--- src/common/pelr_pkg.sv ---
// Package with the register map, field layout and carrier types of the protocol log block.
package pelr_pkg;
    // Shared-memory word addresses of the log areas and log-option words.
    localparam logic [15:0] LOG_BASE_ONE = 16'h4102;
    localparam logic [15:0] LOG_BASE_TWO = 16'h4802;
    localparam logic [15:0] LOG_AREA_WORDS = 16'h0600;
    localparam logic [15:0] LOG_STRIDE = 16'h0030;
    localparam logic [15:0] OPT_ADDR_ONE = 16'h40e2;
    localparam logic [15:0] OPT_ADDR_TWO = 16'h40f2;
    // Block-local control and status words.
    localparam logic [15:0] PSET_ADDR_ONE = 16'h4f00;
    localparam logic [15:0] PSET_ADDR_TWO = 16'h4f01;
    localparam logic [15:0] READY_ADDR = 16'h4f02;
    localparam logic [15:0] XSTAT_ADDR = 16'h4f03;
    localparam logic [15:0] ERR_ADDR = 16'h4f04;
    localparam logic [15:0] CANCEL_ADDR = 16'h4f05;
    localparam logic [15:0] COUNT_ADDR_ONE = 16'h4f06;
    localparam logic [15:0] COUNT_ADDR_TWO = 16'h4f07;
    localparam logic [15:0] IRQ_STAT_ADDR = 16'h4f08;
    localparam logic [15:0] IRQ_MASK_ADDR = 16'h4f09;
    // Field positions and values.
    localparam int OPT_ALL_BIT = 0;
    localparam logic [3:0] PSET_PREDEF = 4'h9;
    localparam int LOG_DEPTH = 32;
    localparam logic [5:0] LOG_FULL = 6'h20;
    localparam logic [15:0] RESET_WORD = 16'h0000;
    // Interrupt status bits.
    localparam int IRQ_DONE_ONE = 0;
    localparam int IRQ_DONE_TWO = 1;
    localparam int IRQ_FAIL = 2;
    localparam int IRQ_REJECT = 3;
    localparam int IRQ_BITS = 4;
    // Per-channel execution status codes.
    typedef enum logic [1:0] {PELR_IDLE, PELR_RUN, PELR_OK, PELR_FAIL} pelr_xstat_t;
    // Execute command from the sequencer side.
    typedef struct packed {
        logic valid;
        logic ch;
        logic functional;
        logic [7:0] proto;
    } pelr_cmd_t;
    // Completion report from the protocol engine.
    typedef struct packed {
        logic valid;
        logic ch;
        logic fail;
        logic cancel;
        logic [15:0] err;
    } pelr_done_t;
endpackage : pelr_pkg

--- src/core/pelr_core.sv ---
// Protocol execution log store, status words and ready gating for two serial channels.
//
// Behaviour
// - Keep up to 32 execution log entries per channel, all readable.
// - A new entry after 32 held overwrites the oldest one.
// - Channel one logs start at word 4102h, channel two at 4802h.
// - Error-only option records only executions that failed.
// - All-logs option records every execution, success or failure.
// - Writable log-option word per channel at 40E2h and 40F2h.
// - Option change applies only when the next execute command is accepted.
// - Non-functional protocol executions run only while the ready flag is high.
// - With ready low, functional protocol commands still run; others are refused.
// - Ready is high only while some channel selects predefined protocol mode.
// - Keep a readable count of protocol executions.
// - Expose the most recent protocol fault code.
// - Expose cancel status and current execution status.
// - No modem communication on a channel in predefined protocol mode.
// - Ready drops during stored-data verification, returns only on success.
//
// The strobed register port was chosen for this implementation.
`timescale 1ns/10ps
module pelr_core (
    input wire logic i_core_clk,
    input wire logic i_rst_n,
    input wire logic [15:0] i_addr,
    input wire logic [15:0] i_wdata,
    input wire logic i_wr,
    input wire logic i_rd,
    output logic [15:0] o_rdata,
    input wire pelr_pkg::pelr_cmd_t i_cmd,
    input wire pelr_pkg::pelr_done_t i_done,
    input wire logic i_verify_start,
    input wire logic i_verify_end,
    input wire logic i_verify_ok,
    output logic o_exec_start,
    output logic o_exec_reject,
    output logic o_ready,
    output logic [1:0] o_modem_en,
    output logic o_irq
);

    ////////////////////////////////////////////////////////////////////////////
    // Register state.
    logic [15:0] opt_ff [2];
    logic [3:0] pset_ff [2];
    logic [1:0] opt_act_ff;
    logic [4:0] wptr_ff [2];
    logic [5:0] held_ff [2];
    logic [15:0] count_ff [2];
    logic [15:0] log_w0_ff [2][pelr_pkg::LOG_DEPTH];
    logic [15:0] log_w1_ff [2][pelr_pkg::LOG_DEPTH];
    pelr_pkg::pelr_xstat_t xstat_ff [2];
    logic [1:0] cancel_ff;
    logic [15:0] err_ff;
    logic [7:0] proto_ff [2];
    logic verifying_ff;
    logic verify_ok_ff;
    logic ready_ff;
    logic [pelr_pkg::IRQ_BITS-1:0] irq_stat_ff;
    logic [pelr_pkg::IRQ_BITS-1:0] irq_mask_ff;
    logic [15:0] rdata_ff;
    logic [15:0] nxt_rdata;
    logic [1:0] predef;
    logic accept;
    logic reject;
    logic [1:0] log_we;

    ////////////////////////////////////////////////////////////////////////////
    // Command gating. A functional command passes even while ready is low.
    assign accept = i_cmd.valid && (ready_ff || i_cmd.functional);
    assign reject = i_cmd.valid && !accept;
    assign o_exec_start = accept;
    assign o_exec_reject = reject;
    assign o_ready = ready_ff;
    assign o_rdata = rdata_ff;
    assign o_irq = |(irq_stat_ff & irq_mask_ff);

    ////////////////////////////////////////////////////////////////////////////
    // Verification of stored protocol settings holds ready low until it passes.
    // The ok flag starts high because unwritten settings count as normal.
    always_ff @(posedge i_core_clk) begin
        if (!i_rst_n) begin
            verifying_ff <= 1'b0;
            verify_ok_ff <= 1'b1;
        end else if (i_verify_start) begin
            verifying_ff <= 1'b1;
            verify_ok_ff <= 1'b0;
        end else if (i_verify_end && verifying_ff) begin
            verifying_ff <= 1'b0;
            verify_ok_ff <= i_verify_ok;
        end
    end

    // Ready follows the mode settings and the verification result.
    always_ff @(posedge i_core_clk) begin
        if (!i_rst_n) begin
            ready_ff <= 1'b0;
        end else begin
            ready_ff <= (|predef) && verify_ok_ff && !verifying_ff && !i_verify_start;
        end
    end

    ////////////////////////////////////////////////////////////////////////////
    // Per-channel settings, log store and counters.
    genvar ch;
    generate
        for (ch = 0; ch < 2; ch = ch + 1) begin : g_ch
            logic [15:0] opt_addr;
            logic [15:0] pset_addr;
            logic is_cmd;
            logic is_done;
            assign opt_addr = (ch == 0) ? pelr_pkg::OPT_ADDR_ONE : pelr_pkg::OPT_ADDR_TWO;
            assign pset_addr = (ch == 0) ? pelr_pkg::PSET_ADDR_ONE : pelr_pkg::PSET_ADDR_TWO;
            assign is_cmd = accept && (i_cmd.ch == 1'(ch));
            assign is_done = i_done.valid && (i_done.ch == 1'(ch));
            assign predef[ch] = (pset_ff[ch] == pelr_pkg::PSET_PREDEF);
            assign o_modem_en[ch] = !predef[ch];
            // Error-only mode logs failures; all-logs mode logs everything.
            assign log_we[ch] = is_done && (opt_act_ff[ch] || i_done.fail);

            // Software words: option and protocol setting.
            always_ff @(posedge i_core_clk) begin
                if (!i_rst_n) begin
                    opt_ff[ch] <= pelr_pkg::RESET_WORD;
                    pset_ff[ch] <= 4'h0;
                end else if (i_wr && i_addr == opt_addr) begin
                    opt_ff[ch] <= i_wdata;
                end else if (i_wr && i_addr == pset_addr) begin
                    pset_ff[ch] <= i_wdata[3:0];
                end
            end

            // The working option is copied only at command acceptance, so a
            // write mid-execution cannot split one execution's logging policy.
            always_ff @(posedge i_core_clk) begin
                if (!i_rst_n) begin
                    opt_act_ff[ch] <= 1'b0;
                    proto_ff[ch] <= 8'h00;
                end else if (is_cmd) begin
                    opt_act_ff[ch] <= opt_ff[ch][pelr_pkg::OPT_ALL_BIT];
                    proto_ff[ch] <= i_cmd.proto;
                end
            end

            // Circular pointer; wraps over the oldest entry once 32 are held.
            always_ff @(posedge i_core_clk) begin
                if (!i_rst_n) begin
                    wptr_ff[ch] <= 5'h00;
                    held_ff[ch] <= 6'h00;
                end else if (log_we[ch]) begin
                    wptr_ff[ch] <= wptr_ff[ch] + 5'h01;
                    if (held_ff[ch] != pelr_pkg::LOG_FULL) begin
                        held_ff[ch] <= held_ff[ch] + 6'h01;
                    end
                end
            end

            // Entry words: flags with protocol number, then the fault code.
            always_ff @(posedge i_core_clk) begin
                if (log_we[ch]) begin
                    log_w0_ff[ch][wptr_ff[ch]] <= {i_done.fail, i_done.cancel, 6'h00, proto_ff[ch]};
                    log_w1_ff[ch][wptr_ff[ch]] <= i_done.err;
                end
            end

            // Execution count, status and cancel flag.
            always_ff @(posedge i_core_clk) begin
                if (!i_rst_n) begin
                    count_ff[ch] <= 16'h0000;
                    xstat_ff[ch] <= pelr_pkg::PELR_IDLE;
                    cancel_ff[ch] <= 1'b0;
                end else if (is_done) begin
                    count_ff[ch] <= count_ff[ch] + 16'h0001;
                    xstat_ff[ch] <= i_done.fail ? pelr_pkg::PELR_FAIL : pelr_pkg::PELR_OK;
                    cancel_ff[ch] <= i_done.cancel;
                end else if (is_cmd) begin
                    xstat_ff[ch] <= pelr_pkg::PELR_RUN;
                    cancel_ff[ch] <= 1'b0;
                end
            end
        end
    endgenerate

    // Most recent fault code of either channel.
    always_ff @(posedge i_core_clk) begin
        if (!i_rst_n) begin
            err_ff <= 16'h0000;
        end else if (i_done.valid && i_done.fail) begin
            err_ff <= i_done.err;
        end
    end

    ////////////////////////////////////////////////////////////////////////////
    // Interrupt status: write one to clear, a same-cycle event wins the clear.
    logic [pelr_pkg::IRQ_BITS-1:0] irq_set;
    logic [pelr_pkg::IRQ_BITS-1:0] irq_clr;
    assign irq_set[pelr_pkg::IRQ_DONE_ONE] = i_done.valid && !i_done.ch;
    assign irq_set[pelr_pkg::IRQ_DONE_TWO] = i_done.valid && i_done.ch;
    assign irq_set[pelr_pkg::IRQ_FAIL] = i_done.valid && i_done.fail;
    assign irq_set[pelr_pkg::IRQ_REJECT] = reject;
    assign irq_clr = (i_wr && i_addr == pelr_pkg::IRQ_STAT_ADDR) ? i_wdata[pelr_pkg::IRQ_BITS-1:0] : 4'h0;

    always_ff @(posedge i_core_clk) begin
        if (!i_rst_n) begin
            irq_stat_ff <= 4'h0;
        end else begin
            irq_stat_ff <= (irq_stat_ff & ~irq_clr) | irq_set;
        end
    end

    // Interrupt mask.
    always_ff @(posedge i_core_clk) begin
        if (!i_rst_n) begin
            irq_mask_ff <= 4'h0;
        end else if (i_wr && i_addr == pelr_pkg::IRQ_MASK_ADDR) begin
            irq_mask_ff <= i_wdata[pelr_pkg::IRQ_BITS-1:0];
        end
    end

    ////////////////////////////////////////////////////////////////////////////
    // Read decode. Log words past the two stored per entry read as zero,
    // which keeps the store small while the full area stays addressable.
    logic [15:0] off1;
    logic [15:0] off2;
    logic [15:0] loff;
    logic lch;
    logic [4:0] lidx;
    logic [15:0] lwd;
    assign off1 = i_addr - pelr_pkg::LOG_BASE_ONE;
    assign off2 = i_addr - pelr_pkg::LOG_BASE_TWO;
    assign lch = (i_addr >= pelr_pkg::LOG_BASE_TWO);
    assign loff = lch ? off2 : off1;
    assign lidx = 5'(loff / pelr_pkg::LOG_STRIDE);
    assign lwd = loff % pelr_pkg::LOG_STRIDE;

    always_comb begin
        nxt_rdata = 16'h0000;
        if (i_addr >= pelr_pkg::LOG_BASE_ONE && off1 < pelr_pkg::LOG_AREA_WORDS
            || i_addr >= pelr_pkg::LOG_BASE_TWO && off2 < pelr_pkg::LOG_AREA_WORDS) begin
            if (lwd == 16'h0000) begin
                nxt_rdata = log_w0_ff[lch][lidx];
            end else if (lwd == 16'h0001) begin
                nxt_rdata = log_w1_ff[lch][lidx];
            end
        end else if (i_addr == pelr_pkg::OPT_ADDR_ONE) begin
            nxt_rdata = opt_ff[0];
        end else if (i_addr == pelr_pkg::OPT_ADDR_TWO) begin
            nxt_rdata = opt_ff[1];
        end else if (i_addr == pelr_pkg::PSET_ADDR_ONE) begin
            nxt_rdata = {12'h000, pset_ff[0]};
        end else if (i_addr == pelr_pkg::PSET_ADDR_TWO) begin
            nxt_rdata = {12'h000, pset_ff[1]};
        end else if (i_addr == pelr_pkg::READY_ADDR) begin
            nxt_rdata = {13'h0000, verify_ok_ff, verifying_ff, ready_ff};
        end else if (i_addr == pelr_pkg::XSTAT_ADDR) begin
            nxt_rdata = {4'h0, held_ff[1][5:4], xstat_ff[1], 6'h00, xstat_ff[0]};
        end else if (i_addr == pelr_pkg::ERR_ADDR) begin
            nxt_rdata = err_ff;
        end else if (i_addr == pelr_pkg::CANCEL_ADDR) begin
            nxt_rdata = {14'h0000, cancel_ff};
        end else if (i_addr == pelr_pkg::COUNT_ADDR_ONE) begin
            nxt_rdata = count_ff[0];
        end else if (i_addr == pelr_pkg::COUNT_ADDR_TWO) begin
            nxt_rdata = count_ff[1];
        end else if (i_addr == pelr_pkg::IRQ_STAT_ADDR) begin
            nxt_rdata = {12'h000, irq_stat_ff};
        end else if (i_addr == pelr_pkg::IRQ_MASK_ADDR) begin
            nxt_rdata = {12'h000, irq_mask_ff};
        end
    end

    // Read data stands only in the cycle after the strobe.
    always_ff @(posedge i_core_clk) begin
        if (!i_rst_n) begin
            rdata_ff <= 16'h0000;
        end else begin
            rdata_ff <= i_rd ? nxt_rdata : 16'h0000;
        end
    end
endmodule : pelr_core

--- config.mk ---
export PLATFORM = sky130hd
export DESIGN_NAME = pelr_core
export DESIGN_NICKNAME = d
export VERILOG_FILES = /design/src/common/pelr_pkg.sv /design/src/core/pelr_core.sv
export SDC_FILE = /design/constraint.sdc
export NUM_CORES = 2
export LEC_CHECK = 0
export ABC_AREA = 0
export BUFFER_PORTS_ARGS = -buffer_cell sky130_fd_sc_hd__buf_2
export CAP_MARGIN = 30
export CORE_UTILIZATION = 50
export DETAILED_ROUTE_END_ITERATION = 8
export PLACE_DENSITY_LB_ADDON = 0.15
export SLEW_MARGIN = 20
export SYNTH_ARGS = -nofsm -noshare
export SYNTH_HDL_FRONTEND = slang
export SYNTH_SLANG_ARGS = --single-unit
export TNS_END_PERCENT = 1
--- constraint.sdc ---
create_clock -name i_core_clk -period 7.6 [get_ports i_core_clk]
set_clock_uncertainty 0.05 [all_clocks]
set_input_delay 0.76 -clock i_core_clk [delete_from_list [all_inputs] [get_ports i_core_clk]]
set_output_delay 0.76 -clock i_core_clk [all_outputs]
set_load 0.03 [all_outputs]
[Word-level counts from Yosys, hierarchy flattened]
Memory sizes are Yosys's and may differ from the RTL's.
Cells that the tools add are included.
Operators by class
  $add $sub $neg: 8
  multiply operators: 0
  divide/modulo/power cells: 2
  order comparisons: 9
  equal/unequal tests: 17
  shifts and indexed selects: 0
  multiplexer cells: 107
  bitwise operators: 25
  reductions and logical operators: 43
Operators with widths (count)
  2-to-1 mux 512 bit: 4
  2-to-1 mux 320 bit: 2
  OR reduction 512 bit: 1
  2-to-1 mux 16 bit: 24
  OR reduction 320 bit: 1
  equality test 16 x 15 -> 1 bit (second input constant): 12
  binary-select mux 16 bit (select 5 bit): 2
  demux 16 bit (select 5 bit): 2
  2-to-1 mux 1 bit: 58
  adder 16 x 1 -> 16 bit (second input constant): 2
  greater-or-equal comparator 16 x 15 -> 1 bit (second input constant): 2
  less-than comparator 16 x 11 -> 1 bit (second input constant): 2
  subtractor 16 x 15 -> 16 bit (second input constant): 2
  logical AND 1 bit: 24
  2-to-1 mux 4 bit: 5
  greater-or-equal comparator 6 bit (second input constant): 3
  NOT 5 -> 6 bit: 3
  divider 16 x 6 -> 16 bit (second input constant): 1
  equality test 16 x 1 -> 1 bit (second input constant): 1
  zero test 16 bit: 1
  remainder unit 16 x 6 -> 16 bit (second input constant): 1
  2-to-1 mux 8 bit: 2
  OR 1 bit: 16
  adder 6 x 1 -> 6 bit (second input constant): 2
  17 further kinds: 38
Word-level totals
  bits in registers: 47
  bits in latches: 0
  bits in writable memories: 1778
  ROM bits: 0
  input port bits: 70
  output and inout port bits: 22
  word-level logic and storage cells: 231
  memories: 9
Memories
  log_w1_ff: depth 2, bits a word 512, rd ports 1, clocked after memory_dff 0, write ports 1, line pelr_core.sv:51  | logic [15:0] log_w1_ff [2][pelr_pkg::LOG_DEPTH];
  log_w0_ff: depth 2, bits a word 320, rd ports 1, clocked after memory_dff 0, write ports 1, line pelr_core.sv:50  | logic [15:0] log_w0_ff [2][pelr_pkg::LOG_DEPTH];
  count_ff: depth 2, bits a word 16, rd ports 2, clocked after memory_dff 0, write ports 2, line pelr_core.sv:49  | logic [15:0] count_ff [2];
  opt_ff: depth 2, bits a word 16, rd ports 2, clocked after memory_dff 0, write ports 2, line pelr_core.sv:44  | logic [15:0] opt_ff [2];
  proto_ff: depth 2, bits a word 8, rd ports 2, clocked after memory_dff 0, write ports 2, line pelr_core.sv:55  | logic [7:0] proto_ff [2];
  held_ff: depth 2, bits a word 6, rd ports 2, clocked after memory_dff 0, write ports 2, line pelr_core.sv:48  | logic [5:0] held_ff [2];
  3 more memories

[Depth between registers and ports, before layout]
  word-level depth: 14
  mapped depth: 29
  gate-level depth less buffers: 20

[Worst setup path after synthesis]
OpenSTA, ideal clock, no wires.
  path kind: input port to flip-flop
  start: input port i_addr[2]
  end: register rdata_ff[2], in the netlist o_rdata[2]
  setup time: 127 ps
  data arrival time: 6093 ps
  data required time: 7423 ps
  path slack: 1330 ps
  stages on the path: 26
  buffers on the path: 7
  cells stage by stage: buf_2 -> inv_1 -> ha_1 -> or3b_1 -> buf_2 -> o311a_1 -> a311oi_1 -> nand3_1 -> nand2_2 -> o32ai_1 -> or4_1 -> buf_2 -> and3_1 -> a2111o_1 -> o32a_1 -> o2111ai_4 -> nand3_2 -> buf_6 -> buf_6 -> buf_4 -> buf_4 -> mux4_2 -> a211oi_1 -> o211ai_1 -> o2111ai_1 -> a31oi_1
On the way
  longest elaborated chain between the ends: 14
  elaborated cells on any way between the ends: 50
  those cells by class: add/sub: 2; div: 2; order compare: 4; eq/ne: 13; mux: 22; bitwise: 1; reduce/logical: 4; memory: 2
RTL lines
  start, declared: line pelr_core.sv:25  | input wire logic [15:0] i_addr,
  branches (longest 13 deep; another with subtractor 16 x 15 -> 16 bit)
  2-to-1 mux 16 bit (*): line pelr_core.sv:238  | if (i_addr >= pelr_pkg::LOG_BASE_ONE && off1 < pelr_pkg::LOG_AREA_WORDS
  end signal, assigned: line pelr_core.sv:277  | rdata_ff <= i_rd ? nxt_rdata : 16'h0000;
  end, declared: line pelr_core.sv:61  | logic [15:0] rdata_ff;
Mark *: on every way between the ends. The select of a mux whose other input is x is not followed.
A chain may end at the register's enable or synchronous reset.

[Worst setup path in the final report]
  start: input port i_addr[2]
  end: register rdata_ff[7], in the netlist o_rdata[7]
On the way
  longest elaborated chain between the ends: 12
  elaborated cells on any way between the ends: 46
  those cells by class: add/sub: 2; div: 2; order compare: 4; eq/ne: 11; mux: 20; bitwise: 1; reduce/logical: 4; memory: 2
RTL lines (line)
  branches (longest 11 deep; another with subtractor 16 x 15 -> 16 bit)
  2-to-1 mux 16 bit (*): pelr_core.sv:238
Marked as above.

==> results.yml <==
status:
  status: "finished, final reports clean"
sta:
  maxSlewViolCount: 0
  slew_headroom_pct: 27.5
  fin_crit_sh_pct: 93.6
  timing.final.ws_setup_ns: 0.488
  worst_pin_slew_ns: 1.08
  final.setup.tns_ns: 0
  grt_setup_unrepaired: "false"
  finalSetupViolCount: 0
  fin_crit_ns: 7.11
  hold_viol_final: 0
  fmaxAchievable_mhz: 141
grt:
  grt_pass1_wl_um: 315000
  track_usage_pct: 30.0
  use_met1_pct: 43.1
  antenna_found_initial: 7
  first_global_vias: 42900
  use_met2_pct: 46.7
  top_usage_layer: "met2"
  grt_overflow: 0
  grt_max_degree: 110
  use_met3_pct: 5.37
critical_path:
  cp_slowest_cell: "a211oi_1"
  crit_fanout: 29
  start_kind: "primary input"
  r2r_slack_ns: 4.20
  slowest_delay_ns: 0.87
  crit_chain: "buf_2, inv_1, ha_1, or3b_1, o311a_1, a311oi_1, nand3_1, o2111ai_1, a221oi_1, or4_1, a21oi_1, nand2_1, o311ai_2, o21ai_1, nand3_4, buf_12, buf_4, buf_4, mux4_2, nor2_1, o21ai_0, a21oi_1, a211oi_1, a21o_1"
  crit_type: "in -> reg"
  required_ns: 8.30
  critPathCaptureType: "register"
  crit_arrival_ns: 7.81
pwr:
  leakagePower_nw: 27.9
  power_density_nw_per_um2: 291
  ir_worst_vdd_v: 0.000219
synthesis:
  yosysUniqueCellTypes: 96
  synth_ff_type: "edfxtp_1"
  synth-simple-area-share_pct: 7.03
  synth_fp_nets: 4585
  synth_compound_area_share_pct: 7.10
  synth.ff_latch_count: 1819
  synth_mux_area_share_pct: 9.61
  async_flop_share_pct: 0
  syn_area_per_cell_um2: 16.4
  synth_xor_area_share_pct: 0.738
  synth_top_family_by_area: "multiplexers"
  syn_area_um2: 73600
  yosys_warnings: 0
  synth_cells: 4501
  yosysSeqAreaShare_pct: 73.6
  synth_edf_count: 1772
  yosys.area_share.adder_pct: 0.252
cells_and_area:
  drive_gt1_share_pct: 20.2
  final_cell_mix: "1772 x edfxtp_1, 384 x nand2_1, 303 x nor2_1"
  layout_commonest_cell: "edfxtp_1"
  fin_area_um2: 84400
  fillers: 11100
  synthToLayoutAreaGrowth_pct: 14.7
  finish.net_count: 4923
drt:
  via_count: 44600
  drt_pass1_iterations: 8
  drt-total-wl_um: 223000
  drc: 0
  viasPerCell: 6.45
  drtAntennaViolNets: 0
  drtIter0Drc: 6237
  routedWlPerCell_um: 32.2
floorplanning:
  core_area_um2: 146000
  start_util_pct: 50.4
  die-area_um2: 149000
  die_x_um: 386
  chipHeight_um: 386
  ioPinCount: 92
  rows: 140
clock_network:
  cts-htree-levels: 4
  clock_path_buffers: 3
  cts_tree: "yes"
  cts-root-buf: "clkbuf_16"
  cts_hold_buf: 0
  clk_latency_ns: 0.81
  cts_setup_buffers: 0
  clkSlewWorstSetupHoldPaths_ns: 0.06
  cts.sinks: 1819
  cts_resized: 0
  numCtsBuffers: 183
place:
  post-place-ws_ns: -0.164
  dpl_cell_area_um2: 78600
  dp_hpwl_um: 133000
  gp_congestion: 0.869
  port_buffers: 91
min_path:
  hold_path.class: "in -> reg"
flow_run:
  cap_viol_max_count: 0
==> cells in the mapped netlist, types with 15 or more instances <==
cell type,number,area share [%]
a221o_1,29,0.39
a221oi_1,81,0.96
and2_1,54,0.46
o21ai_0,210,1.4
xor2_1,26,0.31
nor4_1,18,0.15
nand3_1,86,0.58
nor3_1,31,0.21
o22ai_1,16,0.14
and3_1,36,0.31
a21oi_1,174,1.2
or4_1,15,0.15
clkbuf_1,132,0.67
edfxtp_1,1772,72
nand2_1,384,2.0
inv_1,32,0.16
or3_1,23,0.20
a22oi_1,27,0.28
o211ai_1,25,0.25
buf_2,76,0.52
nand4_1,45,0.38
xnor2_1,36,0.43
mux4_2,220,6.7
mux2i_1,195,2.7
dfxtp_1,47,1.3
a211oi_1,21,0.21
buf_1,27,0.14
nor2_1,369,1.9
==> report_power, final <==
group / switching (mW) / total (mW) / internal [mW]
logic: 3.01 / 4.71 / 1.70
clock network: 3.80 / 8.75 / 4.95
registers: 0.0401 / 11.1 / 11.1
total: 6.86 / 24.6 / 17.7
==> flip-flops by register name, summed over array words and instances (netlist names), 2 cells and up <==
register / flops
log_w1_ff: 1024
log_w0_ff: 640
count_ff: 32
opt_ff: 32
err_ff: 16
o_rdata: 16
proto_ff: 16
wptr_ff: 10
pset_ff: 8
held_ff: 6
irq_mask_ff: 4
irq_stat_ff: 4
xstat_ff: 4
cancel_ff: 2
opt_act_ff: 2
==> per-stage QoR <==
stage          power [mW]  cells  hold slack [ns]  util [%]
2_1_floorplan        14.0   4501            0.386         -
3_3_place_gp         15.9   6557            0.394      53.8
3_5_place_dp         16.0   6570            0.401      53.9
4_1_cts              24.6   6908            0.109      57.8
5_1_grt              25.2   6909            0.134      57.8
6_report             24.6   6911            0.160      57.8
==> area by class of cell <==
type	instances	area, um2	area share (%)
clock buffers	238	4850	5.74
flip-flops and latches	1819	54200	64.2
diodes	2	5.00	0.00593
repair buffers	405	3150	3.73
multi-input cells	2398	18800	22.3
inverters	32	120	0.142
clock inverters	100	911	1.08
well taps	1917	2400	2.84
==> cells by family after synthesis <==
family | count (synthesis)
XOR/XNOR | 62
buffers and inverters | 284
multiplexers | 430
flip-flops | 1819
adder cells (fa/ha/maj) | 15
AND/OR/NAND/NOR | 1123
AO/OA/AOI/OAI | 768
==> path summary, 6_finish.rpt <==
path | startpoint | cells after the start | endpoint
max reg2reg | opt_act_ff[1]$_SDFFE_PN0P_ | 5 | log_w1_ff[1][453]$_DFFE_PP_
max | i_addr[2] | 24 | o_rdata[7]$_SDFF_PN0_
min reg2reg | err_ff[13]$_SDFFE_PN0P_ | 2 | err_ff[13]$_SDFFE_PN0P_
min | i_verify_start | 2 | o_ready$_SDFF_PN0_
==> worst max-delay path, delay by kind of cell <==
family,cells,cell delay (ns)
and+or+nand+nor,6,1.99
buffers and inverters,5,1.06
muxes,1,0.21
adders and majority gates,1,0.25
AOI/OAI and AO/OA,11,3.49
==> per-layer routing <==
metal,vias to the layer above,routed length (um)
met5,-,48
met3,373,22300
met2,2508,104000
met1,23100,88700
li1,18600,-
met4,8,7590
Power figures use the tool's default switching activity.
